[src/common/wdt_cfg.svh]
// offsets, field positions, reset values and timing counts of the watchdog
`ifndef WDT_CFG_SVH
`define WDT_CFG_SVH
`define WDT_ADDR_W 8
`define WDT_CTRL_OFS 8'hA7
`define WDT_FEED_OFS 8'hA8
`define WDT_IRQ_STAT_OFS 8'hA9
`define WDT_IRQ_MASK_OFS 8'hAA
`define WDT_OVF_BIT 5
`define WDT_RUN_BIT 4
`define WDT_CLK_BIT 3
`define WDT_CTRL_RST_WDOG 8'h30
`define WDT_CTRL_RST_FUSE 8'h10
`define WDT_CTRL_RST_NOFUSE 8'h00
`define WDT_CTRL_WMASK 8'h3F
`define WDT_KEY_FIRST 8'h1E
`define WDT_KEY_SECOND 8'hE1
`define WDT_BASE_CLOCKS 8192
`define WDT_CNT_W 21
`define WDT_CPU_DIV 6
`define WDT_RC_DIV 4
`define WDT_RST_PULSE_NS 1000
`define WDT_CLK_PERIOD_NS 100
`define WDT_RST_CYCLES ((`WDT_RST_PULSE_NS + `WDT_CLK_PERIOD_NS - 1) / `WDT_CLK_PERIOD_NS)
`define WDT_OSC_STABLE_CYCLES 64
`endif

[src/common/wdt_pkg.sv]
// types shared by the watchdog design files
package wdt_pkg;
  typedef enum logic [2:0] {
    WDT_KEY_IDLE = 3'b001,
    WDT_KEY_ARMED = 3'b010,
    WDT_KEY_SPARE = 3'b100
  } wdt_key_t;
  typedef enum logic [2:0] {
    WDT_RS_IDLE = 3'b001,
    WDT_RS_PULSE = 3'b010,
    WDT_RS_WAKE = 3'b100
  } wdt_rst_t;
endpackage

[src/hdl/wdt_core.sv]
// watchdog / interval timer with avalon-mm register slave
`include "wdt_cfg.svh"
module wdt_core
  import wdt_pkg::*;
(
  // clock and reset
  input wire logic clk,
  input wire logic rst,
  // chip configuration and status
  input wire logic watchdog_enable_fuse,
  input wire logic other_reset,
  input wire logic cpu_clk_en,
  input wire logic power_down,
  // avalon-mm slave
  input wire logic [7:0] avs_address,
  input wire logic avs_read,
  input wire logic avs_write,
  input wire logic [31:0] avs_writedata,
  output logic [31:0] avs_readdata,
  output logic avs_waitrequest,
  // chip side
  output logic chip_reset,
  output logic osc_restart,
  output logic irq
);
  localparam int RstCycles = `WDT_RST_CYCLES;
  localparam int StableCycles = `WDT_OSC_STABLE_CYCLES;

  logic [7:0] ctrl_q;
  logic written_q;
  logic [`WDT_CNT_W-1:0] cnt_q;
  wdt_key_t key_q;
  wdt_rst_t rs_q;
  logic [6:0] rs_cnt_q;
  logic [1:0] stat_q;
  logic [1:0] mask_q;
  logic ack_q;
  logic tick;
  logic wr_go;
  logic rd_go;
  logic feed_ok;
  logic ovf;
  logic run_eff;
  logic clk_eff;
  logic [`WDT_CNT_W-1:0] limit;

  // timeout length for a select code
  function automatic logic [`WDT_CNT_W-1:0] wdt_limit(input logic [2:0] sel);
    wdt_limit = `WDT_CNT_W'(`WDT_BASE_CLOCKS) << sel;
  endfunction

  // one wait state: request taken on the edge where waitrequest is low
  assign wr_go = avs_write && !avs_waitrequest;
  assign rd_go = avs_read && !avs_waitrequest;
  always_ff @(posedge clk) begin
    if (rst) begin
      ack_q <= 1'b0;
    end else begin
      ack_q <= (avs_read || avs_write) && !ack_q;
    end
  end
  assign avs_waitrequest = !ack_q;

  assign run_eff = watchdog_enable_fuse | ctrl_q[`WDT_RUN_BIT];
  assign clk_eff = !watchdog_enable_fuse & ctrl_q[`WDT_CLK_BIT];
  assign limit = wdt_limit(ctrl_q[2:0]);
  assign ovf = run_eff && !other_reset && tick && cnt_q == limit - `WDT_CNT_W'(1);
  assign feed_ok = wr_go && avs_address == `WDT_FEED_OFS && key_q == WDT_KEY_ARMED
                   && avs_writedata[7:0] == `WDT_KEY_SECOND;

  // tick source; rc path free-runs, so a stopped cpu clock still times out
  wdt_tick_gen u_tick (
    .clk(clk),
    .rst(rst),
    .use_cpu_div(clk_eff),
    .cpu_clk_en(cpu_clk_en),
    .tick(tick)
  );

  // feed key sequencer; other writes between the keys keep it armed
  always_ff @(posedge clk) begin
    if (rst || other_reset) begin
      key_q <= WDT_KEY_IDLE;
    end else if (wr_go && avs_address == `WDT_FEED_OFS) begin
      unique case (key_q)
        WDT_KEY_IDLE: key_q <= (avs_writedata[7:0] == `WDT_KEY_FIRST) ? WDT_KEY_ARMED
                               : WDT_KEY_IDLE;
        WDT_KEY_ARMED: key_q <= (avs_writedata[7:0] == `WDT_KEY_FIRST) ? WDT_KEY_ARMED
                                : WDT_KEY_IDLE;
        default: key_q <= WDT_KEY_IDLE;
      endcase
    end
  end

  // timeout counter; a bad key leaves the schedule untouched
  always_ff @(posedge clk) begin
    if (rst || other_reset || rs_q != WDT_RS_IDLE) begin
      cnt_q <= '0;
    end else if (feed_ok || ovf) begin
      cnt_q <= '0;
    end else if (run_eff && tick) begin
      cnt_q <= cnt_q + `WDT_CNT_W'(1);
    end
  end

  // control register; overflow set beats a feed clear in the same cycle
  always_ff @(posedge clk) begin
    if (rst || other_reset) begin
      ctrl_q <= watchdog_enable_fuse ? `WDT_CTRL_RST_FUSE : `WDT_CTRL_RST_NOFUSE;
      written_q <= 1'b0;
    end else if (rs_q == WDT_RS_PULSE) begin
      ctrl_q <= `WDT_CTRL_RST_WDOG;
      written_q <= 1'b0;
    end else begin
      if (wr_go && avs_address == `WDT_CTRL_OFS
          && !(watchdog_enable_fuse && written_q)) begin
        ctrl_q <= {2'b00, ctrl_q[`WDT_OVF_BIT], avs_writedata[4:0]};
        written_q <= 1'b1;
      end else if (feed_ok) begin
        ctrl_q[`WDT_OVF_BIT] <= 1'b0;
      end
      if (ovf) begin
        ctrl_q[`WDT_OVF_BIT] <= 1'b1;
      end
    end
  end

  // watchdog reset pulse and oscillator wake sequencing
  always_ff @(posedge clk) begin
    if (rst || other_reset) begin
      rs_q <= WDT_RS_IDLE;
      rs_cnt_q <= 7'h00;
      chip_reset <= 1'b0;
      osc_restart <= 1'b0;
    end else begin
      unique case (rs_q)
        WDT_RS_IDLE: begin
          if (ovf && watchdog_enable_fuse) begin
            rs_q <= power_down ? WDT_RS_WAKE : WDT_RS_PULSE;
            rs_cnt_q <= 7'h00;
            chip_reset <= 1'b1;
            osc_restart <= power_down;
          end
        end
        WDT_RS_WAKE: begin
          rs_cnt_q <= rs_cnt_q + 7'h01;
          if (rs_cnt_q == 7'(StableCycles - 1)) begin
            rs_q <= WDT_RS_PULSE;
            rs_cnt_q <= 7'h00;
            osc_restart <= 1'b0;
          end
        end
        WDT_RS_PULSE: begin
          rs_cnt_q <= rs_cnt_q + 7'h01;
          if (rs_cnt_q == 7'(RstCycles - 1)) begin
            rs_q <= WDT_RS_IDLE;
            chip_reset <= 1'b0;
          end
        end
        default: rs_q <= WDT_RS_IDLE;
      endcase
    end
  end

  // interrupt status: bit0 interval overflow, bit1 bad feed key; read clears
  always_ff @(posedge clk) begin
    if (rst) begin
      stat_q <= 2'h0;
      mask_q <= 2'h0;
    end else begin
      // clear only the bits the read returned; an event caught between the
      // data capture and the accepting edge would otherwise be lost
      stat_q <= (rd_go && avs_address == `WDT_IRQ_STAT_OFS) ? stat_q & ~avs_readdata[1:0]
                                                            : stat_q;
      if (ovf && !watchdog_enable_fuse) begin
        stat_q[0] <= 1'b1;
      end
      if (wr_go && avs_address == `WDT_FEED_OFS && key_q == WDT_KEY_ARMED && !feed_ok) begin
        stat_q[1] <= 1'b1;
      end
      if (wr_go && avs_address == `WDT_IRQ_MASK_OFS) begin
        mask_q <= avs_writedata[1:0];
      end
    end
  end

  // interrupt output and read data register
  always_ff @(posedge clk) begin
    if (rst) begin
      irq <= 1'b0;
      avs_readdata <= 32'h0;
    end else begin
      irq <= |(stat_q & mask_q);
      if (avs_read && !ack_q) begin
        unique case (avs_address)
          `WDT_CTRL_OFS: avs_readdata <= {24'h0, ctrl_q[7:5], run_eff, clk_eff,
                                          ctrl_q[2:0]};
          `WDT_IRQ_STAT_OFS: avs_readdata <= {30'h0, stat_q};
          `WDT_IRQ_MASK_OFS: avs_readdata <= {30'h0, mask_q};
          default: avs_readdata <= 32'h0;
        endcase
      end
    end
  end
endmodule

[src/hdl/wdt_tick_gen.sv]
// watchdog clock tick generator: rc oscillator stand-in or cpu clock / 6
`include "wdt_cfg.svh"
module wdt_tick_gen
  import wdt_pkg::*;
(
  // clock and reset
  input wire logic clk,
  input wire logic rst,
  // selection and stall
  input wire logic use_cpu_div,
  input wire logic cpu_clk_en,
  // output
  output logic tick
);
  logic [2:0] rc_cnt_q;
  logic [2:0] cpu_cnt_q;

  // rc stand-in keeps running even when the cpu clock is stopped
  always_ff @(posedge clk) begin
    if (rst || rc_cnt_q == 3'(`WDT_RC_DIV - 1)) begin
      rc_cnt_q <= 3'h0;
    end else begin
      rc_cnt_q <= rc_cnt_q + 3'h1;
    end
  end

  // cpu divider only advances while the cpu clock runs
  always_ff @(posedge clk) begin
    if (rst) begin
      cpu_cnt_q <= 3'h0;
    end else if (cpu_clk_en) begin
      cpu_cnt_q <= (cpu_cnt_q == 3'(`WDT_CPU_DIV - 1)) ? 3'h0 : cpu_cnt_q + 3'h1;
    end
  end

  // one-cycle tick from the chosen source
  always_ff @(posedge clk) begin
    if (rst) begin
      tick <= 1'b0;
    end else if (use_cpu_div) begin
      tick <= cpu_clk_en && cpu_cnt_q == 3'(`WDT_CPU_DIV - 1);
    end else begin
      tick <= rc_cnt_q == 3'(`WDT_RC_DIV - 1);
    end
  end
endmodule

[config.mk]
export PLATFORM = sky130hd
export DESIGN_NAME = wdt_core
export DESIGN_NICKNAME = d
export VERILOG_FILES = /design/src/common/wdt_pkg.sv /design/src/hdl/wdt_core.sv /design/src/hdl/wdt_tick_gen.sv
export VERILOG_INCLUDE_DIRS = /design/src /design/src/common
export SDC_FILE = /design/constraint.sdc
export NUM_CORES = 1
export LEC_CHECK = 0
export BUFFER_PORTS_ARGS = -buffer_cell sky130_fd_sc_hd__buf_4
export CORE_UTILIZATION = 52
export DETAILED_ROUTE_END_ITERATION = 8
export PLACE_DENSITY = 0.81
export SKIP_LAST_GASP = 1
export SYNTH_ARGS = -nofsm -noshare
export SYNTH_HDL_FRONTEND = slang
export SYNTH_SLANG_ARGS = --single-unit
export TNS_END_PERCENT = 20
[constraint.sdc]
create_clock -name clk -period 4.1 [get_ports clk]
set_clock_uncertainty 0.2 [all_clocks]
set_input_delay 0.41 -clock clk [delete_from_list [all_inputs] [get_ports clk]]
set_output_delay 0.41 -clock clk [all_outputs]
set_load 0.005 [all_outputs]
==> flow_summary_export.csv <==
group,metric,value,unit
cells_and_area,fin_cells,502,
detailed_routing,wirelength,6980,µm
min_path,min_path_type,"primary input to flip-flop",
die,die_y,82.3,µm
sta,timing.final.crit_period,3.31,ns
cells_and_area,nets,477,
sta,finalSetupViolCount,0,
synth,syn_inst,392,
critical_path,cp_max_fo,12,
detailed_routing,drt_iter0_markers,336,
die,die_w,82.3,µm
die,initial_core_util,0.553,
clock_tree,cts_resized,0,
placed_design,place_area,3540,µm²
clock_tree,cts_buffers,9,
placed_design,gp_congestion,0.876,
synth,synth_cell_types,58,
detailed_routing,dr_total_vias,2848,
critical_path,timing.rr.start,"ctrl_q[1]",
sta,worst_pin_slew,0.606,ns
sta,timing.fmax,0.302,GHz
critical_path,cp_cell_sequence,"or3_1, ha_1, xnor2_1, or4_1, a21oi_1, nand4_1, buf_4, or4_1, a31oi_1",
cells_and_area,fillers,514,
sta,rsz0062_at_grt,"false",
cells_and_area,final_common_cell,"dfxtp_1",
critical_path,crit_type,"flip-flop to flip-flop",
clock_tree,clk_pin_slew,0.07,ns
detailed_routing,ant_nets,0,
critical_path,r2r_end,"rs_cnt_q[6]",
clock_tree,tritoncts,"built",
critical_path,cp_common_cell,"or4_1",
cells_and_area,fin_util,0.621,
cells_and_area,finalInstanceArea,3760,µm²
clock_tree,cts_sinks,61,
critical_path,reg2reg_depth,9,
sta,fin_crit_sh,0.808,
cells_and_area,areaGrowthSynthToFinish,12.2,%
die,core,6060,µm²
detailed_routing,wl_per_cell,13.9,µm
detailed_routing,viasPerCell,5.67,
grt,grt_max_degree,22,
sta,tns,0,ns
grt,antenna_found_initial,0,
clock_tree,htreeDepth,3,
synth,postSynthAreaPerCell,8.56,µm²
clock_tree,clk_latency,0.35,ns
min_path,hp-start,"cpu_clk_en",
sta,slew_headroom,0.594,
cells_and_area,most-common-layout-cells,"dfxtp_1, nor2_1, buf_4",
synth,synthArstFlopShare,0,
power,ir_worst_vdd,0.000249,V
power,p_per_area,354,nW/µm²
critical_path,cp_num_buf_inv,1,
placed_design,post-dp-hpwl,5050,µm
synth,ys_seq_elements,61,
clock_tree,cts_hold_buf,0,
critical_path,crit_path_max_incr_delay,0.56,ns
critical_path,crit_slowest_cell,"edfxtp_1",
detailed_routing,drc,0,
clock_tree,post_cts_buffers,0,
grt,grt_usage,0.226,
grt,grt-ovfl-total,0,
outcome,status,"finished clean",
critical_path,rrSetupSlack,0.79,ns
critical_path,endpoint_kind,"flip-flop",
cells_and_area,num_antenna_cells,0,
synth,synth_edf_count,6,
synth,ys_dominant_reg_cell,"dfxtp_1",
critical_path,cp.arrival,3.39,ns
min_path,worst_hold_path.num_cells,3,
grt,grt_pass1_wl,11500,µm
synth,ys_seq_area_frac,0.382,
cells_and_area,final_layout_size_suffix_gt1_frac,0.150,
placed_design,place_inst,486,
detailed_routing,firstDrtPassIters,5,
critical_path,worst-endpoint-required,4.18,ns
die,io_pins,84,
power,p_leak,1.41,nW
clock_tree,cts_max_path_buffers,2,
min_path,hold_end,"u_tick.cpu_cnt_q[0]",
die,dieArea,6780,µm²
die,rows,28,
clock_tree,cts_root_buf,"clkbuf_8",
grt,grt_pass1_vias,2580,
sta,finalHoldViolCount,0,
sta,slew_violations,0,
synth,synth_warnings,0,
job,max_cap_violations,0,
placed_design,port_buffers,33,
synth,syn-cell-area,3350,µm²
critical_path,critical-path-top-delay-family,"simple AND/OR/NAND/NOR gates",
critical_path,cp-start-kind,"flip-flop",
## layer usage
| metal | GRT usage | vias up | wire [µm] |
|---|---|---|---|
| li1 | - | 1401 | - |
| met1 | 0.281 | 1328 | 3110 |
| met2 | 0.371 | 103 | 3370 |
| met3 | 0.0538 | 16 | 334 |
| met4 | 0.102 | 0 | 159 |
| met5 | 0 | - | 0 |
## flip-flops by register name, indices dropped and copies added (netlist names), 3 cells and up
name / cells
ctrl_q: 6
rs_cnt_q: 7
avs_readdata: 6
u_tick.rc_cnt_q: 3
u_tick.cpu_cnt_q: 3
cnt_q: 21
rs_q: 3
## stage by stage
stage          hold slack [ns]  setup slack [ns]  power (W)
2_1_floorplan            0.208              1.18   0.000722
3_3_place_gp             0.226             0.875   0.000736
3_5_place_dp             0.232             0.792   0.000741
4_1_cts                  0.108             0.793    0.00134
5_1_grt                  0.117             0.677    0.00138
6_report                 0.109             0.788    0.00133
## cell usage after synthesis (all sizes together), types with 6 or more instances
cell / count / area, µm²
nor2b: 6 / 37.5
xnor2: 16 / 140
a21oi: 22 / 118
clkbuf: 10 / 37.5
dfxtp: 55 / 1100
ha: 7 / 87.6
buf: 31 / 226
nand2: 25 / 93.8
o21ai: 11 / 55.1
nor3: 11 / 55.1
nand4: 14 / 100
o211ai: 7 / 57.6
nor3b: 6 / 45.0
inv: 10 / 37.5
xor2: 14 / 123
nand3: 17 / 85.1
edfxtp: 6 / 180
nor2: 51 / 191
and3: 7 / 43.8
## final cells by class
type / count / area, µm² / area share
inverter: 11 / 41.3 / 0.0110
tap: 75 / 93.8 / 0.0249
clock buffer: 9 / 124 / 0.0329
multi-input combinational: 304 / 1860 / 0.495
sequential: 61 / 1280 / 0.341
clock inverter: 7 / 97.6 / 0.0259
timing repair buffer: 35 / 263 / 0.0698
## kinds of logic (layout without fill, tap and decap cells)
family          count (synthesis)  in the layout  synth area share
mux                             5              5            0.0149
simple gates                  172            172             0.280
compound gates                 64             64             0.127
xor+xnor                       30             30            0.0783
buf+inv                        52             62            0.0910
other cells                     1             26           0.00112
fa+ha+maj                       7              7            0.0261
flops                          61             61             0.382
## worst register-to-register path: stages (launching register included)
cell	delay (ns)
edfxtp_1	0.56
or3_1	0.44
ha_1	0.31
xnor2_1	0.12
or4_1	0.45
a21oi_1	0.16
nand4_1	0.11
buf_4	0.19
or4_1	0.51
a31oi_1	0.18
## report_power, final
| part | switching, W | internal, W |
|---|---|---|
| clock | 0.000256 | 0.000345 |
| combinational | 0.0000572 | 0.0000449 |
| sequential | 0.0000138 | 0.000614 |
## worst max path at each step
stage / to / cells after the start / slack [ns] / startpoint
detailed placement: rs_cnt_q[6] / 9 / 0.79 / ctrl_q[1]
global placement: rs_cnt_q[6] / 9 / 0.88 / ctrl_q[1]
floorplan: osc_restart / 9 / 1.18 / ctrl_q[2]
global route: rs_cnt_q[6] / 9 / 0.68 / ctrl_q[1]
CTS: rs_cnt_q[6] / 9 / 0.79 / ctrl_q[1]
finish: rs_cnt_q[6] / 9 / 0.79 / ctrl_q[1]
Note: power is estimated with default switching activity, not from simulation.
